===== src/hdl/dlc_pkg.sv =====
package dlc_pkg;
  // register offsets of the controller's own apb slave
  localparam logic [11:0] DLC_OFF_CTRL = 12'h000;   // mode selection, bit 0 two's complement
  localparam logic [11:0] DLC_OFF_DATA = 12'h004;   // 12-bit code to send
  localparam logic [11:0] DLC_OFF_CMD = 12'h008;    // write starts an operation
  localparam logic [11:0] DLC_OFF_STAT = 12'h00c;   // busy, done, last code
  localparam logic [11:0] DLC_OFF_RST = 12'h010;    // device reset level
  // ctrl field positions
  localparam int DLC_CTRL_TWOS = 0;                 // host inverts msb for two's complement
  localparam int DLC_CTRL_WIDTH = 2;
  // command codes (low bits of a cmd write)
  localparam logic [2:0] DLC_CMD_LOW = 3'h1;        // load low byte latch
  localparam logic [2:0] DLC_CMD_HIGH = 3'h2;       // load high nibble latch
  localparam logic [2:0] DLC_CMD_XFER = 3'h3;       // transfer input latches to d/a latch
  localparam logic [2:0] DLC_CMD_FULL = 3'h4;       // low, high then transfer
  localparam logic [2:0] DLC_CMD_THRU = 3'h5;       // all latches transparent at once
  // status bits
  localparam int DLC_STAT_BUSY = 0;
  localparam int DLC_STAT_DONE = 1;
  localparam int DLC_STAT_CODE = 4;                 // last code sent, 12 bits
  // reset values
  localparam logic [11:0] DLC_DATA_RST = 12'h000;
  localparam logic [1:0] DLC_CTRL_RST = 2'h0;
  localparam logic [11:0] DLC_MID_SCALE = 12'h800;  // code the device holds after its reset
  // strobe timing
  localparam int DLC_CLK_NS = 20;
  localparam int DLC_SETUP_NS = 60;                 // data before strobes
  localparam int DLC_PULSE_NS = 100;                // strobe low width
  localparam int DLC_HOLD_NS = 40;                  // data after strobes
  localparam logic [3:0] DLC_SETUP_CYC = 4'((DLC_SETUP_NS + DLC_CLK_NS - 1) / DLC_CLK_NS);
  localparam logic [3:0] DLC_PULSE_CYC = 4'((DLC_PULSE_NS + DLC_CLK_NS - 1) / DLC_CLK_NS);
  localparam logic [3:0] DLC_HOLD_CYC = 4'((DLC_HOLD_NS + DLC_CLK_NS - 1) / DLC_CLK_NS);
  // sequencer states
  typedef enum logic [2:0] {DLC_IDLE, DLC_SETUP, DLC_PULSE, DLC_HOLD} dlc_state_t;
endpackage


===== src/hdl/dlc_strobe_seq.sv =====
`timescale 1ns/1ps
// drives one strobe cycle on the device pins: setup, low pulse, hold
module dlc_strobe_seq
  import dlc_pkg::*;
(
  input wire logic clk,
  input wire logic rst_n,
  input wire logic start,
  input wire logic [11:0] code,
  input wire logic en_low,
  input wire logic en_high,
  input wire logic en_dac,
  output logic [11:0] pin_data,
  output logic wr_n,
  output logic low_n,
  output logic high_n,
  output logic dac_n,
  output logic busy,
  output logic finish
);
  dlc_state_t state_reg, state_next;  // sequencer state
  logic [3:0] cnt_reg, cnt_next;      // cycle counter
  logic [11:0] data_reg;              // data lines held through the cycle
  logic [2:0] sel_reg;                // selected latch enables
  logic last;                         // counter expired
  logic strobe;                       // strobes active this cycle
  logic accept;                       // start taken: idle, or back to back at end of hold

  assign last = (cnt_reg == 4'h1);
  assign strobe = (state_reg == DLC_PULSE);
  assign busy = (state_reg != DLC_IDLE);
  assign finish = (state_reg == DLC_HOLD) && last;
  // a start in the last hold cycle chains the next cycle without losing it
  assign accept = start && ((state_reg == DLC_IDLE) || finish);
  assign pin_data = data_reg;
  // write strobe low in every transfer, enables only together with it
  assign wr_n = !strobe;
  assign low_n = !(strobe && sel_reg[0]);
  assign high_n = !(strobe && sel_reg[1]);
  assign dac_n = !(strobe && sel_reg[2]);

  // next state
  always_comb
  begin
    state_next = state_reg;
    cnt_next = cnt_reg;
    case (state_reg)
      DLC_IDLE:
      begin
        if (start)
        begin
          state_next = DLC_SETUP;
          cnt_next = DLC_SETUP_CYC;
        end
      end
      DLC_SETUP:
      begin
        cnt_next = cnt_reg - 4'h1;
        if (last)
        begin
          state_next = DLC_PULSE;
          cnt_next = DLC_PULSE_CYC;
        end
      end
      DLC_PULSE:
      begin
        cnt_next = cnt_reg - 4'h1;
        // strobes rise together so data is captured stable
        if (last)
        begin
          state_next = DLC_HOLD;
          cnt_next = DLC_HOLD_CYC;
        end
      end
      DLC_HOLD:
      begin
        cnt_next = cnt_reg - 4'h1;
        if (last && start)
        begin
          // next cycle follows at once, strobes stay high in between
          state_next = DLC_SETUP;
          cnt_next = DLC_SETUP_CYC;
        end
        else if (last)
        begin
          state_next = DLC_IDLE;
          cnt_next = 4'h0;
        end
      end
      default:
      begin
        state_next = DLC_IDLE;
        cnt_next = 4'h0;
      end
    endcase
  end

  // state registers
  always_ff @(posedge clk or negedge rst_n)
  begin
    if (!rst_n)
    begin
      state_reg <= DLC_IDLE;
      cnt_reg <= 4'h0;
    end
    else
    begin
      state_reg <= state_next;
      cnt_reg <= cnt_next;
    end
  end

  // data and selection captured at start, held until the next start is taken
  always_ff @(posedge clk or negedge rst_n)
  begin
    if (!rst_n)
    begin
      data_reg <= 12'h000;
      sel_reg <= 3'h0;
    end
    else if (accept)
    begin
      data_reg <= code;
      sel_reg <= {en_dac, en_high, en_low};
    end
  end
endmodule


===== src/hdl/dlc_dac_host.sv =====
`timescale 1ns/1ps
module dlc_dac_host
  import dlc_pkg::*;
(
  input wire logic REF_CLK,
  input wire logic RESET_N,
  input wire logic PSEL,
  input wire logic PENABLE,
  input wire logic PWRITE,
  input wire logic [11:0] PADDR,
  input wire logic [31:0] PWDATA,
  output logic [31:0] PRDATA,
  output logic PREADY,
  output logic PSLVERR,
  output logic [11:0] DAC_DATA,
  output logic DAC_WR_N,
  output logic DAC_LOAD_N,
  output logic HIGH_NIBBLE_LATCH_EN_N,
  output logic LOW_BYTE_LATCH_EN_N,
  output logic DAC_RESET_N
);

  ////////////////////////////////////////////////////////////////////////////
  // decoding

  // address decoder, shared by read and write paths
  function automatic logic [2:0] dlc_dec(input logic [11:0] a);
    case (a)
      DLC_OFF_CTRL: dlc_dec = 3'h1;
      DLC_OFF_DATA: dlc_dec = 3'h2;
      DLC_OFF_CMD: dlc_dec = 3'h3;
      DLC_OFF_STAT: dlc_dec = 3'h4;
      DLC_OFF_RST: dlc_dec = 3'h5;
      default: dlc_dec = 3'h0;
    endcase
  endfunction

  logic access;              // apb access phase
  logic [2:0] sel;           // decoded register
  logic wr;                  // write taken this edge
  logic [1:0] ctrl_reg;      // mode bits
  logic [11:0] data_reg;     // code to send
  logic rst_reg;             // device reset level, high = reset asserted
  logic done_reg;            // sticky done flag
  logic [11:0] sent_reg;     // last code placed in d/a latch
  logic [2:0] phase_reg;     // command phase, 0 idle
  logic [2:0] phase_next;
  logic [11:0] code;         // word on the pins after coding
  logic seq_start;           // start strobe sequencer
  logic seq_busy;            // sequencer busy
  logic seq_finish;          // sequencer cycle done
  logic en_low;              // select low byte latch
  logic en_high;             // select high nibble latch
  logic en_dac;              // select d/a latch
  logic busy;                // any operation running
  logic cmd_go;              // valid command written
  logic [2:0] cmd;           // command code written
  // register selects and strobes from the bus and the sequencer
  logic sel_ctrl;            // ctrl register addressed
  logic sel_data;            // data register addressed
  logic sel_cmd;             // command register addressed
  logic sel_stat;            // status register addressed
  logic sel_rst;             // reset register addressed
  logic rd_stat;             // status read taken this edge, clears done
  logic set_done;            // last sequencer cycle of a command ends
  logic cmd_valid;           // command code within the known set
  // copies of what the device latches hold
  logic [7:0] low_mirror_reg;   // device low byte latch
  logic [3:0] high_mirror_reg;  // device high nibble latch
  logic [11:0] dac_word;        // word the d/a latch takes on this load

  assign access = PSEL && PENABLE;
  assign sel = dlc_dec(PADDR);
  assign wr = access && PWRITE;
  assign PREADY = 1'b1;                          // zero wait states
  assign PSLVERR = access && (sel == 3'h0);      // unmapped address
  assign cmd = PWDATA[2:0];
  // one named select per register
  assign sel_ctrl = (sel == 3'h1);
  assign sel_data = (sel == 3'h2);
  assign sel_cmd = (sel == 3'h3);
  assign sel_stat = (sel == 3'h4);
  assign sel_rst = (sel == 3'h5);
  // status read strobe and end of a whole command
  assign rd_stat = access && !PWRITE && sel_stat;
  assign set_done = ((phase_reg == 3'h3) || (phase_reg == 3'h4)) && seq_finish;
  assign busy = seq_busy || (phase_reg != 3'h0);
  // codes 1 to 5 only; anything else is dropped without a trace
  assign cmd_valid = (cmd >= DLC_CMD_LOW) && (cmd <= DLC_CMD_THRU);
  // commands while busy or in reset are ignored, so no new strobe
  // reaches a device held in reset
  assign cmd_go = wr && sel_cmd && !busy && !rst_reg && cmd_valid;

  ////////////////////////////////////////////////////////////////////////////
  // coding

  // msb inverted for two's complement, offset binary otherwise
  // d11 msb, d0 lsb, all positive true
  // 000 zero or minus fs, 800 zero bipolar, fff plus fs
  assign code = {data_reg[11] ^ ctrl_reg[DLC_CTRL_TWOS], data_reg[10:0]};

  ////////////////////////////////////////////////////////////////////////////
  // register writes

  // mode bits, written any time, used from the next strobe cycle on
  always_ff @(posedge REF_CLK or negedge RESET_N)
  begin
    if (!RESET_N)
      ctrl_reg <= DLC_CTRL_RST;                  // offset binary after reset
    else if (wr && sel_ctrl)
      ctrl_reg <= PWDATA[DLC_CTRL_WIDTH-1:0];
  end

  // code to send; a running cycle keeps its own copy in the sequencer
  always_ff @(posedge REF_CLK or negedge RESET_N)
  begin
    if (!RESET_N)
      data_reg <= DLC_DATA_RST;
    else if (wr && sel_data)
      data_reg <= PWDATA[11:0];
  end

  // device reset level; asserted from power-up until software lets go
  always_ff @(posedge REF_CLK or negedge RESET_N)
  begin
    if (!RESET_N)
      rst_reg <= 1'b1;                           // device held at mid-scale
    else if (wr && sel_rst)
      rst_reg <= PWDATA[0];
  end

  ////////////////////////////////////////////////////////////////////////////
  // sequencing

  // phase: 0 idle, 1..3 steps of full load, 4 single command
  always_comb
  begin
    phase_next = phase_reg;
    seq_start = 1'b0;
    en_low = 1'b0;
    en_high = 1'b0;
    en_dac = 1'b0;
    case (phase_reg)
      3'h0:
      begin
        if (cmd_go)
        begin
          seq_start = 1'b1;
          phase_next = (cmd == DLC_CMD_FULL) ? 3'h1 : 3'h4;
          en_low = (cmd == DLC_CMD_LOW) || (cmd == DLC_CMD_FULL)
                   || (cmd == DLC_CMD_THRU);
          en_high = (cmd == DLC_CMD_HIGH) || (cmd == DLC_CMD_THRU);
          // all three enables together: transparent path
          en_dac = (cmd == DLC_CMD_XFER) || (cmd == DLC_CMD_THRU);
        end
      end
      3'h1:
      begin
        // low byte loaded, now high nibble
        if (seq_finish && rst_reg)
          phase_next = 3'h0;                     // device reset meanwhile: abandon
        else if (seq_finish)
        begin
          seq_start = 1'b1;
          en_high = 1'b1;
          phase_next = 3'h2;
        end
      end
      3'h2:
      begin
        // both input latches full, transfer as one word
        if (seq_finish && rst_reg)
          phase_next = 3'h0;                     // device reset meanwhile: abandon
        else if (seq_finish)
        begin
          seq_start = 1'b1;
          en_dac = 1'b1;
          phase_next = 3'h3;
        end
      end
      3'h3, 3'h4:
      begin
        if (seq_finish)
          phase_next = 3'h0;
      end
      default:
        phase_next = 3'h0;
    endcase
  end

  // command phase
  always_ff @(posedge REF_CLK or negedge RESET_N)
  begin
    if (!RESET_N)
      phase_reg <= 3'h0;                         // idle
    else
      phase_reg <= phase_next;
  end

  // sticky done: set wins over the read that would clear it
  always_ff @(posedge REF_CLK or negedge RESET_N)
  begin
    if (!RESET_N)
      done_reg <= 1'b0;
    else if (set_done)
      done_reg <= 1'b1;                          // last cycle of a command ends
    else if (rd_stat)
      done_reg <= 1'b0;                          // status read clears
  end

  // copies of the input latches, taken when a cycle selecting them starts;
  // the device keeps them through its own reset, so they do too
  always_ff @(posedge REF_CLK or negedge RESET_N)
  begin
    if (!RESET_N)
    begin
      low_mirror_reg <= DLC_MID_SCALE[7:0];      // unknown in the device
      high_mirror_reg <= DLC_MID_SCALE[11:8];
    end
    else if (seq_start)
    begin
      if (en_low)
        low_mirror_reg <= code[7:0];
      if (en_high)
        high_mirror_reg <= code[11:8];
    end
  end

  // word the d/a latch takes: fresh lines where an input latch is open
  // in the same cycle, latch contents otherwise
  assign dac_word = {en_high ? code[11:8] : high_mirror_reg,
                     en_low ? code[7:0] : low_mirror_reg};

  // code now in the d/a latch, as software reads it in the status word
  always_ff @(posedge REF_CLK or negedge RESET_N)
  begin
    if (!RESET_N)
      sent_reg <= DLC_MID_SCALE;
    else if (rst_reg)
      sent_reg <= DLC_MID_SCALE;                 // device reset gives mid-scale
    else if (seq_start && en_dac)
      sent_reg <= dac_word;
  end

  // reset level driven while asserted; no command starts strobes then, a cycle already running finishes
  assign DAC_RESET_N = !rst_reg;

  ////////////////////////////////////////////////////////////////////////////
  // read data

  logic [31:0] rd_ctrl_word;    // control word as read
  logic [31:0] rd_data_word;    // data word as read
  logic [31:0] rd_status_word;  // status word: code, done, busy
  logic [31:0] rd_rst_word;     // reset word as read
  logic [31:0] rdata;           // selected read value

  // each readable word built on its own, zeros in the unused bits
  assign rd_ctrl_word = {30'h0, ctrl_reg};
  assign rd_data_word = {20'h0, data_reg};
  assign rd_status_word = {16'h0, sent_reg, 2'h0, done_reg, busy};
  assign rd_rst_word = {31'h0, rst_reg};

  // one word per address; the command register and holes read as zero
  assign rdata = sel_ctrl ? rd_ctrl_word :
                 sel_data ? rd_data_word :
                 sel_stat ? rd_status_word :
                 sel_rst ? rd_rst_word : 32'h0;
  assign PRDATA = rdata;

  ////////////////////////////////////////////////////////////////////////////
  // pin sequencer

  dlc_strobe_seq u_seq
  (
    .clk(REF_CLK),
    .rst_n(RESET_N),
    .start(seq_start),
    .code(code),
    .en_low(en_low),
    .en_high(en_high),
    .en_dac(en_dac),
    .pin_data(DAC_DATA),
    .wr_n(DAC_WR_N),
    .low_n(LOW_BYTE_LATCH_EN_N),
    .high_n(HIGH_NIBBLE_LATCH_EN_N),
    .dac_n(DAC_LOAD_N),
    .busy(seq_busy),
    .finish(seq_finish)
  );
endmodule


===== config.mk =====
export PLATFORM = sky130hd
export DESIGN_NAME = dlc_dac_host
export DESIGN_NICKNAME = d
export VERILOG_FILES = /design/src/hdl/dlc_pkg.sv /design/src/hdl/dlc_strobe_seq.sv /design/src/hdl/dlc_dac_host.sv
export SDC_FILE = /design/constraint.sdc
export NUM_CORES = 1
export LEC_CHECK = 0
export ABC_AREA = 1
export BUFFER_PORTS_ARGS = -buffer_cell sky130_fd_sc_hd__buf_2
export CAP_MARGIN = 20
export CORE_MARGIN = 2
export CORE_UTILIZATION = 56
export DETAILED_ROUTE_END_ITERATION = 8
export MAX_ROUTING_LAYER = met4
export PLACE_DENSITY = 0.86
export SETUP_SLACK_MARGIN = 0.05
export SYNTH_ARGS = -nofsm -noshare
export SYNTH_HDL_FRONTEND = slang
export SYNTH_SLANG_ARGS = --single-unit
export TNS_END_PERCENT = 5

===== constraint.sdc =====
create_clock -name REF_CLK -period 4.85 [get_ports REF_CLK]
set_input_delay 0.97 -clock REF_CLK [delete_from_list [all_inputs] [get_ports REF_CLK]]
set_output_delay 0.97 -clock REF_CLK [all_outputs]
set_load 0.02 [all_outputs]

==> results of run 1 <==
worst reg2reg max path, stage by stage (launching register included):
cell     delay [ns]
dfrtp_1        0.41
inv_1          0.08
ha_1           0.26
inv_1          0.13
nor2_2         0.06
nand3_2        0.07
nor2_4         0.05
nand3_1        0.11
nand2_1        0.32
nor2_1         0.77
nand2_1        0.13
nand2_1        0.10
placed cells by master (no fill, tap or decap), drive strengths merged:
cell      instances
ha                6
a31oi             1
nand4             2
xor2              1
bufinv            1
nand2           117
nor2             47
nand3            33
o41ai             1
nor3              2
inv              56
clkbuf           11
dfrtp            61
clkinv            4
or2               1
o21ai            30
o31ai             1
dfstp             3
buf              63
nand3b            1
a22o              1
o22ai             1
a21oi            28
clkinvlp          1
conb             17
xnor2             1
and2              5
per-stage QoR:
step	instances	worst slack [ns]	area, µm²
final	571	1.48	3830
after global routing	571	1.27	3830
after CTS	571	1.49	3830
after detailed placement	555	1.49	3640
after global placement	555	1.52	3640
after floorplan	441	1.83	3390
synthesized netlist by cell type, types with 5 or more instances:
cell type	instances
a21oi_1	28
and2_1	5
buf_2	5
buf_4	19
dfrtp_1	61
ha_1	6
inv_1	52
nand2_1	111
nand2_2	5
nand3_1	29
nor2_1	42
o21ai_0	19
o21ai_1	10
kinds of logic after synthesis:
group	count (synthesis)	synth area share, %
compound gates	63	9.94
xor+xnor	2	0.525
fa+ha+maj	6	2.25
buf+inv	81	11.4
flops	64	48.1
other cells	2	0.225
simple gates	208	27.5
layout make-up:
type	count	area share, %
flip-flops and latches	64	41.9
multi-input cells	296	36.7
repair buffers	63	8.29
inverters	57	5.58
clock buffers	11	3.69
well taps	75	2.45
clock inverters	5	1.47
worst max path at each step:
stage / startpoint / end
final: PADDR[9] / PRDATA[1]
after floorplan: PADDR[7] / PRDATA[10]
after detailed placement: PADDR[9] / PRDATA[1]
after global placement: PADDR[9] / PRDATA[1]
after CTS: PADDR[7] / PRDATA[1]
after global routing: PADDR[7] / PRDATA[1]
power by group:
part / internal (mW) / total, mW / leakage, nW / switching [mW]
registers: 0.534 / 0.534 / 0.727 / 0.000166
clock network: 0.251 / 0.461 / 0.0993 / 0.210
logic: 0.0124 / 0.0476 / 1.21 / 0.0352
per-layer routing:
layer  vias up  global-route usage (%)  share of wire, %
li1       1435                       -                 -
met1      1370                    29.7                43
met2       120                    37.7                48
met3        22                    3.56               6.7
met4         0                    12.2               2.5
met5         -                       -                 0
==> flow_metrics.py, run 1 <==
metrics = {
    "clocking": {
        "cts_made_buffers": 9,
        "cts_tree": "done",
        "clock_latency_ns": 0.35,
        "clockRootBuffer": "clkbuf_8",
        "cts_hold_buf": 0,
        "cts_setup_buffers": 0,
        "htree_levels": 3,
        "clk_pin_slew_worst_paths_ns": 0.08,
        "clock_path_buffers": 2,
        "ctsResizeCount": 0,
        "clock-sinks": 64,
    },
    "worst_setup_path": {
        "critical_path_class": "primary input to output pin",
        "crit_chain": "buf_2 -> nor2_1 -> nand2_1 -> nor2_2 -> nand2_1 -> clkinv_1 -> nand2_1 -> nand3_1 -> nand2_1 -> inv_1 -> buf_2",
        "crit_path_start_kind": "primary input",
        "reg2reg_to": "sent_reg[2]",
        "crit_path_frequent_cell": "nand2_1",
        "end_kind": "output pin",
        "crit_cells": 11,
        "crit_path_max_incr_delay_ns": 0.29,
        "crit_path_top_delay_cell": "clkinv_1",
        "r2r_setup_slack_ns": 2.29,
        "reg2reg_from": "u_seq.state_reg[0]",
        "arrival_ns": 2.40,
        "r2r_cells": 11,
        "required_ns": 3.88,
        "cp_top_family": "simple AND/OR/NAND/NOR gates",
        "cp_max_fo": 9,
        "timing.critical_path.buf_inv": 4,
    },
    "synth": {
        "synth_flop_cell": "dfrtp_1",
        "synthDistinctLibCells": 34,
        "synth_edf_count": 0,
        "ys.warnings.count": 0,
        "synth.avg_cell_area_um2": 7.83,
        "async_flop_share_pct": 100,
        "synthCells": 426,
        "ys_seq_area_share_pct": 48.1,
        "yosysTopAreaCell": "dfrtp_1",
        "synth_top_cell_area_share_pct": 45.8,
        "synth_seq_cells": 64,
        "mappedNetlistArea_mm2": 0.00334,
        "synthTopCellsByArea": "dfrtp_1, nand2_1, inv_1",
    },
    "layout": {
        "n_antenna_cell": 0,
        "area_growth_pct": 14.9,
        "fin_util_pct": 65.5,
        "drive_gt1_share_pct": 20.8,
        "finalNetCount": 546,
        "fillers": 491,
        "regArea_mm2": 0.00161,
        "multi_input_area_mm2": 0.00141,
    },
    "floorplanning": {
        "fp.dieW_um": 81.2,
        "rows": 28,
        "io_pins": 100,
        "start_util_pct": 57.0,
        "die_h_um": 81.2,
        "core_area_mm2": 0.00585,
        "die_area_mm2": 0.00659,
    },
    "detailed_routing": {
        "wl_um": 7110,
        "vias": 2947,
        "drt-vias-per-instance": 5.16,
        "firstDrtPassIters": 5,
        "final_antenna_net_count": 0,
        "drtIter0Drc": 243,
        "routedWlPerCell_um": 12.5,
        "drc_errors": 0,
    },
    "global_route": {
        "grt_pass1_wl_um": 11600,
        "grt_pass1_vias": 2704,
        "grt_start_max_net_pins": 65,
        "grt.overflow.total": 0,
        "grt.total_usage_pct": 23.8,
        "antenna_found_initial": 0,
    },
    "run": {
        "maxCapViolations": 0,
    },
    "timing": {
        "period_minus_slack_ns": 3.37,
        "skew_ns": 0.0109,
        "max_freq_mhz": 297,
        "hold_viol": 0,
        "slew_viol_final": 0,
        "fin_crit_sh_pct": 69.4,
        "finalSetupTns_ns": 0,
        "worstMarginPinSlew_ns": 0.854,
        "setup_violations": 0,
        "rsz0062_at_grt": "no",
        "relSlewSlack_pct": 42.8,
        "whs_ns": 0.482,
    },
    "status": {
        "run_status": "finished, final reports clean",
    },
    "pwr": {
        "fin_total_pwr_mw": 1.04,
        "power_leakage_nw": 2.04,
        "power_density_mw_per_mm2": 272,
        "ir_worst_vdd_mv": 0.148,
    },
    "min_path": {
        "hold_depth": 2,
        "hold_class": "register to register",
        "hold_path_end": "sent_reg[1]",
        "hp-start": "sent_reg[1]",
    },
    "placement": {
        "dp_hpwl_um": 5040,
        "gp_congestion": 0.945,
        "io_buffers": 62,
    },
}
(Power assumes the default switching activity.)
==> run 2, diff against run 1 <==
--- a/config.mk
+++ b/config.mk
@@ -9,10 +9,10 @@
 export BUFFER_PORTS_ARGS = -buffer_cell sky130_fd_sc_hd__buf_2
 export CAP_MARGIN = 20
 export CORE_MARGIN = 2
-export CORE_UTILIZATION = 56
+export CORE_UTILIZATION = 47
 export DETAILED_ROUTE_END_ITERATION = 8
 export MAX_ROUTING_LAYER = met4
-export PLACE_DENSITY = 0.86
+export PLACE_DENSITY = 0.77
 export SETUP_SLACK_MARGIN = 0.05
 export SYNTH_ARGS = -nofsm -noshare
 export SYNTH_HDL_FRONTEND = slang
==> constraint.sdc (replaced) <==
create_clock -name REF_CLK -period 2.9 [get_ports REF_CLK]
set_input_delay 0.58 -clock REF_CLK [delete_from_list [all_inputs] [get_ports REF_CLK]]
set_output_delay 0.58 -clock REF_CLK [all_outputs]
set_load 0.02 [all_outputs]
==> flow_metrics.py, run 2 (synthesis results as in run 1) <==
metrics = {
    "timing": {
        "fin_crit_sh_pct": 86.7,
        "skew_ns": 0.00689,
        "hold_viol": 0,
        "relSlewSlack_pct": 46.4,
        "rsz0062_at_grt": "no",
        "finalSetupTns_ns": 0,
        "max_freq_mhz": 398,
        "setup_violations": 0,
        "period_minus_slack_ns": 2.51,
        "slew_viol_final": 0,
        "worstMarginPinSlew_ns": 0.804,
    },
    "clocking": {
        "cts_made_buffers": 9,
        "clock_latency_ns": 0.35,
        "clock_path_buffers": 2,
        "clockRootBuffer": "clkbuf_8",
        "ctsResizeCount": 0,
        "htree_levels": 3,
        "clk_pin_slew_worst_paths_ns": 0.07,
        "cts_tree": "done",
        "cts_hold_buf": 0,
        "clock-sinks": 64,
        "cts_setup_buffers": 0,
    },
    "worst_setup_path": {
        "r2r_setup_slack_ns": 0.78,
        "required_ns": 2.32,
        "crit_chain": "buf_2 -> nor2_1 -> nand2_1 -> nor2_2 -> nand2_1 -> nand2_2 -> inv_2 -> nand2_4 -> inv_2 -> a21oi_1 -> nand2_1 -> buf_2",
        "cp_max_fo": 10,
        "end_kind": "output pin",
        "crit_path_top_delay_cell": "nor2_2",
        "crit_path_frequent_cell": "nand2_1",
        "crit_path_max_incr_delay_ns": 0.16,
        "crit_path_start_kind": "primary input",
        "arrival_ns": 1.93,
        "critical_path_class": "primary input to output pin",
    },
    "layout": {
        "n_antenna_cell": 0,
        "regArea_mm2": 0.00161,
        "finalNetCount": 551,
        "fillers": 665,
        "drive_gt1_share_pct": 21.4,
        "fin_util_pct": 57.3,
        "layout_common_cells": "nand2_1, buf_2, dfrtp_1, inv_1, nor2_1",
        "layout_commonest_cell": "nand2_1",
        "multi_input_area_mm2": 0.00141,
        "area_growth_pct": 17.3,
    },
    "placement": {
        "io_buffers": 62,
        "dp_hpwl_um": 5190,
        "gp_congestion": 0.845,
    },
    "global_route": {
        "grt.total_usage_pct": 20.4,
        "grt_pass1_wl_um": 11800,
        "grt_pass1_vias": 2510,
        "antenna_found_initial": 0,
        "grt.overflow.total": 0,
        "grt_start_max_net_pins": 65,
    },
    "floorplanning": {
        "fp.dieW_um": 88.2,
        "die_area_mm2": 0.00779,
        "rows": 30,
        "die_h_um": 88.2,
        "start_util_pct": 48.8,
        "io_pins": 100,
        "core_area_mm2": 0.00683,
    },
    "pwr": {
        "pwr-share-clk_pct": 46.1,
        "sw_frac_of_total_pct": 22.5,
        "power_leakage_nw": 2.07,
        "p_int_mw": 1.40,
        "ir_worst_vdd_mv": 0.291,
        "power_density_mw_per_mm2": 461,
        "p_switching_uw": 407,
        "seqPwrFrac_pct": 49.5,
        "combinationalPowerShare_pct": 4.4,
    },
    "detailed_routing": {
        "firstDrtPassIters": 5,
        "drc_errors": 0,
        "wl_um": 7180,
        "final_antenna_net_count": 0,
        "drt-vias-per-instance": 4.88,
        "vias": 2911,
        "routedWlPerCell_um": 12.0,
        "drtIter0Drc": 161,
    },
    "run": {
        "maxCapViolations": 0,
    },
    "min_path": {
        "hold_class": "primary input to async pin",
    },
    "status": {
        "run_status": "finished, final reports clean",
    },
}
==> run 2: cell count changes in the layout (fill, tap and decap cells not counted), sizes merged <==
cell	change
clkinv	-1
buf	+5
bufinv	+1
==> run 2: critical path: cells and delay by family <==
kind,cells,cell delay (ns)
simple gates,7,0.83
compound gates,1,0.12
buf+inv,4,0.40
==> run 2: per-stage QoR <==
stage | std cells | worst slack, ns | power, mW | instance area, µm² | hold slack [ns]
floorplan | 441 | 0.659 | 0.964 | 3390 | 0.284
global placement | 581 | 0.411 | 0.989 | 3700 | 0.454
detailed placement | 581 | 0.381 | 0.991 | 3700 | 0.463
CTS | 597 | 0.380 | 1.82 | 3910 | 0.434
global route | 597 | 0.209 | 1.88 | 3910 | 0.464
finish | 597 | 0.386 | 1.81 | 3910 | 0.389
==> run 2: worst paths after layout <==
check / from / to / cells after the start
max: PADDR[7] / PRDATA[0] / 12
min: RESET_N / u_seq.state_reg[1] / 2
max reg2reg: u_seq.cnt_reg[1] / u_seq.pin_data[6] / 11
min reg2reg: low_mirror_reg[2] / low_mirror_reg[2] / 2
max in group asynchronous: RESET_N / data_reg[2] / 2
min in group REF_CLK: PWDATA[3] / data_reg[3] / 3
==> run 2: layer usage <==
metal,vias up,routed length (µm),track usage [%]
met5,-,0,-
met4,0,108,6.61
met3,10,515,5.22
met2,116,3310,29.5
met1,1336,3250,28.3
li1,1449,-,-
==> run 2: power by group through the flow <==
stage	clock (mW)	sequential [mW]	combinational [mW]
6_report	0.833	0.893	0.0792
3_3_place_gp	0	0.910	0.0793
5_1_grt	0.898	0.893	0.0902
3_5_place_dp	0	0.910	0.0805
2_1_floorplan	0	0.910	0.0538
4_1_cts	0.847	0.893	0.0808
==> run 2: final cells by class <==
class / count / area share, %
well taps: 96 / 3.07
repair buffers: 68 / 9.08
clock buffers: 11 / 3.36
clock inverters: 5 / 2.08
inverters: 57 / 5.47
flip-flops and latches: 64 / 41.0
multi-input cells: 296 / 35.9
==> run 3, diff against run 2 <==
--- a/config.mk
+++ b/config.mk
@@ -9,10 +9,11 @@
 export BUFFER_PORTS_ARGS = -buffer_cell sky130_fd_sc_hd__buf_2
 export CAP_MARGIN = 20
 export CORE_MARGIN = 2
-export CORE_UTILIZATION = 47
+export CORE_UTILIZATION = 40
 export DETAILED_ROUTE_END_ITERATION = 8
+export HOLD_SLACK_MARGIN = 0.05
 export MAX_ROUTING_LAYER = met4
-export PLACE_DENSITY = 0.77
+export PLACE_DENSITY = 0.67
 export SETUP_SLACK_MARGIN = 0.05
 export SYNTH_ARGS = -nofsm -noshare
 export SYNTH_HDL_FRONTEND = slang
==> flow_metrics.py, run 3 (synthesis results as in run 1) <==
metrics = {
    "placement": {
        "dp_hpwl_um": 5200,
        "gp_congestion": 0.905,
        "dp_cells": 589,
        "pre_cts_ws_ns": 0.373,
        "io_buffers": 62,
    },
    "pwr": {
        "combinationalPowerShare_pct": 4.6,
        "pwr-share-clk_pct": 42.9,
        "ir_worst_vdd_mv": 0.217,
        "power_leakage_nw": 2.06,
        "seqPwrFrac_pct": 52.4,
        "p_int_mw": 1.30,
        "sw_frac_of_total_pct": 23.6,
        "power_density_mw_per_mm2": 438,
        "p_switching_uw": 401,
    },
    "timing": {
        "worstMarginPinSlew_ns": 0.802,
        "fin_crit_sh_pct": 86.6,
        "finalSetupTns_ns": 0,
        "slew_viol_final": 0,
        "period_minus_slack_ns": 2.51,
        "relSlewSlack_pct": 46.6,
        "rsz0062_at_grt": "no",
        "skew_ns": 0.00748,
        "max_freq_mhz": 398,
        "setup_violations": 0,
        "hold_viol": 0,
        "setup_ws_ns": 0.388,
    },
    "floorplanning": {
        "start_util_pct": 41.0,
        "io_pins": 100,
        "die_h_um": 95.3,
        "fp.dieW_um": 95.3,
        "rows": 33,
        "core_area_mm2": 0.00813,
        "die_area_mm2": 0.00909,
    },
    "clocking": {
        "htree_levels": 3,
        "cts_tree": "done",
        "cts_setup_buffers": 0,
        "clock_latency_ns": 0.34,
        "clock_path_buffers": 2,
        "clk_pin_slew_worst_paths_ns": 0.07,
        "cts_hold_buf": 0,
        "clockRootBuffer": "clkbuf_8",
        "ctsResizeCount": 0,
        "clock-sinks": 64,
        "cts_made_buffers": 9,
    },
    "global_route": {
        "grt_pass1_wl_um": 11900,
        "grt_most_used_layer": "met2",
        "grtUsageMet1_pct": 22.4,
        "antenna_found_initial": 0,
        "grtUsageMet3_pct": 3.72,
        "grt.total_usage_pct": 17.3,
        "grt_pass1_vias": 2655,
        "grt.overflow.total": 0,
        "met2_usage_pct": 27.0,
        "grt_start_max_net_pins": 65,
    },
    "worst_setup_path": {
        "crit_path_start_kind": "primary input",
        "required_ns": 2.32,
        "critical_path_class": "primary input to output pin",
        "r2r_setup_slack_ns": 0.77,
        "timing.critical_path.buf_inv": 5,
        "reg2reg_to": "u_seq.pin_data[9]",
        "cp_top_family": "simple AND/OR/NAND/NOR gates",
        "crit_path_max_incr_delay_ns": 0.18,
        "reg2reg_from": "u_seq.cnt_reg[1]",
        "crit_path_top_delay_cell": "and2_1",
        "r2r_cells": 11,
        "crit_chain": "buf_2 -> nor2_1 -> and2_1 -> nand3b_2 -> nand2_2 -> inv_2 -> nand2_4 -> inv_2 -> nand2_1 -> nand3_1 -> nand2_1 -> inv_1 -> buf_2",
        "cp_max_fo": 10,
        "arrival_ns": 1.93,
        "end_kind": "output pin",
    },
    "detailed_routing": {
        "routedWlPerCell_um": 11.8,
        "drtIter0Drc": 115,
        "drc_errors": 0,
        "drt-vias-per-instance": 4.72,
        "wl_um": 7150,
        "vias": 2853,
        "firstDrtPassIters": 5,
        "final_antenna_net_count": 0,
    },
    "min_path": {
        "hold_class": "primary input to async pin",
    },
    "layout": {
        "area_growth_pct": 16.6,
        "n_antenna_cell": 0,
        "layout_commonest_cell": "nand2_1",
        "drive_gt1_share_pct": 21.4,
        "finalNetCount": 550,
        "layout_common_cells": "nand2_1, buf_2, dfrtp_1, inv_1, nor2_1",
        "fin_cells": 604,
    },
    "run": {
        "maxCapViolations": 0,
    },
    "status": {
        "run_status": "finished, final reports clean",
    },
}
==> run 3: power groups by stage <==
stage | logic [mW] | registers, mW | clock network, mW
5_1_grt | 0.0905 | 0.893 | 0.790
2_1_floorplan | 0.0538 | 0.910 | 0
3_3_place_gp | 0.0799 | 0.910 | 0
3_5_place_dp | 0.0805 | 0.910 | 0
4_1_cts | 0.0807 | 0.893 | 0.746
6_report | 0.0790 | 0.893 | 0.731
==> run 3: how the worst max path moves through the flow <==
| stage | slack (ns) | end | cells after the start | start |
|---|---|---|---|---|
| final | 0.39 | PRDATA[1] | 13 | PADDR[1] |
| after CTS | 0.37 | PRDATA[1] | 13 | PADDR[1] |
| after global routing | 0.18 | PRDATA[0] | 12 | PADDR[9] |
| after global placement | 0.38 | PRDATA[1] | 13 | PADDR[1] |
| after detailed placement | 0.37 | PRDATA[1] | 13 | PADDR[1] |
| after floorplan | 0.66 | PRDATA[10] | 7 | PADDR[7] |
==> run 3: stage by stage <==
stage | hold WS (ns) | utilization [%] | cell area, µm² | total power, mW
3_5_place_dp | 0.465 | 45.5 | 3700 | 0.991
6_report | 0.386 | 47.8 | 3890 | 1.70
5_1_grt | 0.481 | 47.8 | 3890 | 1.77
4_1_cts | 0.445 | 47.8 | 3890 | 1.72
3_3_place_gp | 0.455 | 45.5 | 3700 | 0.990
2_1_floorplan | 0.284 | - | 3390 | 0.964
==> run 3: per-layer routing <==
layer | part of all wire [%] | up-vias | wire length (µm)
met3 | 5.4 | 10 | 387
met1 | 47 | 1322 | 3350
met2 | 46 | 79 | 3320
li1 | - | 1442 | -
met4 | 1.3 | 0 | 96
met5 | 0 | - | 0
==> run 3: worst register-to-register path, delay by kind of cell (launching register included) <==
family,cells,cell delay [ns]
AO/OA/AOI/OAI,1,0.13
flip-flops,1,0.38
AND/OR/NAND/NOR,6,0.86
adder cells (fa/ha/maj),1,0.21
buffers and inverters,3,0.49
==> run 3: final cells by class <==
class                           instances  area [µm²]
Fill cell                             802        4250
Sequential cell                        64        1610
Multi-Input combinational cell        296        1410
Timing Repair Buffer                   67         348
Inverter                               57         214
Tap cell                              105         131
Clock buffer                            9         124
Clock inverter                          6        61.3
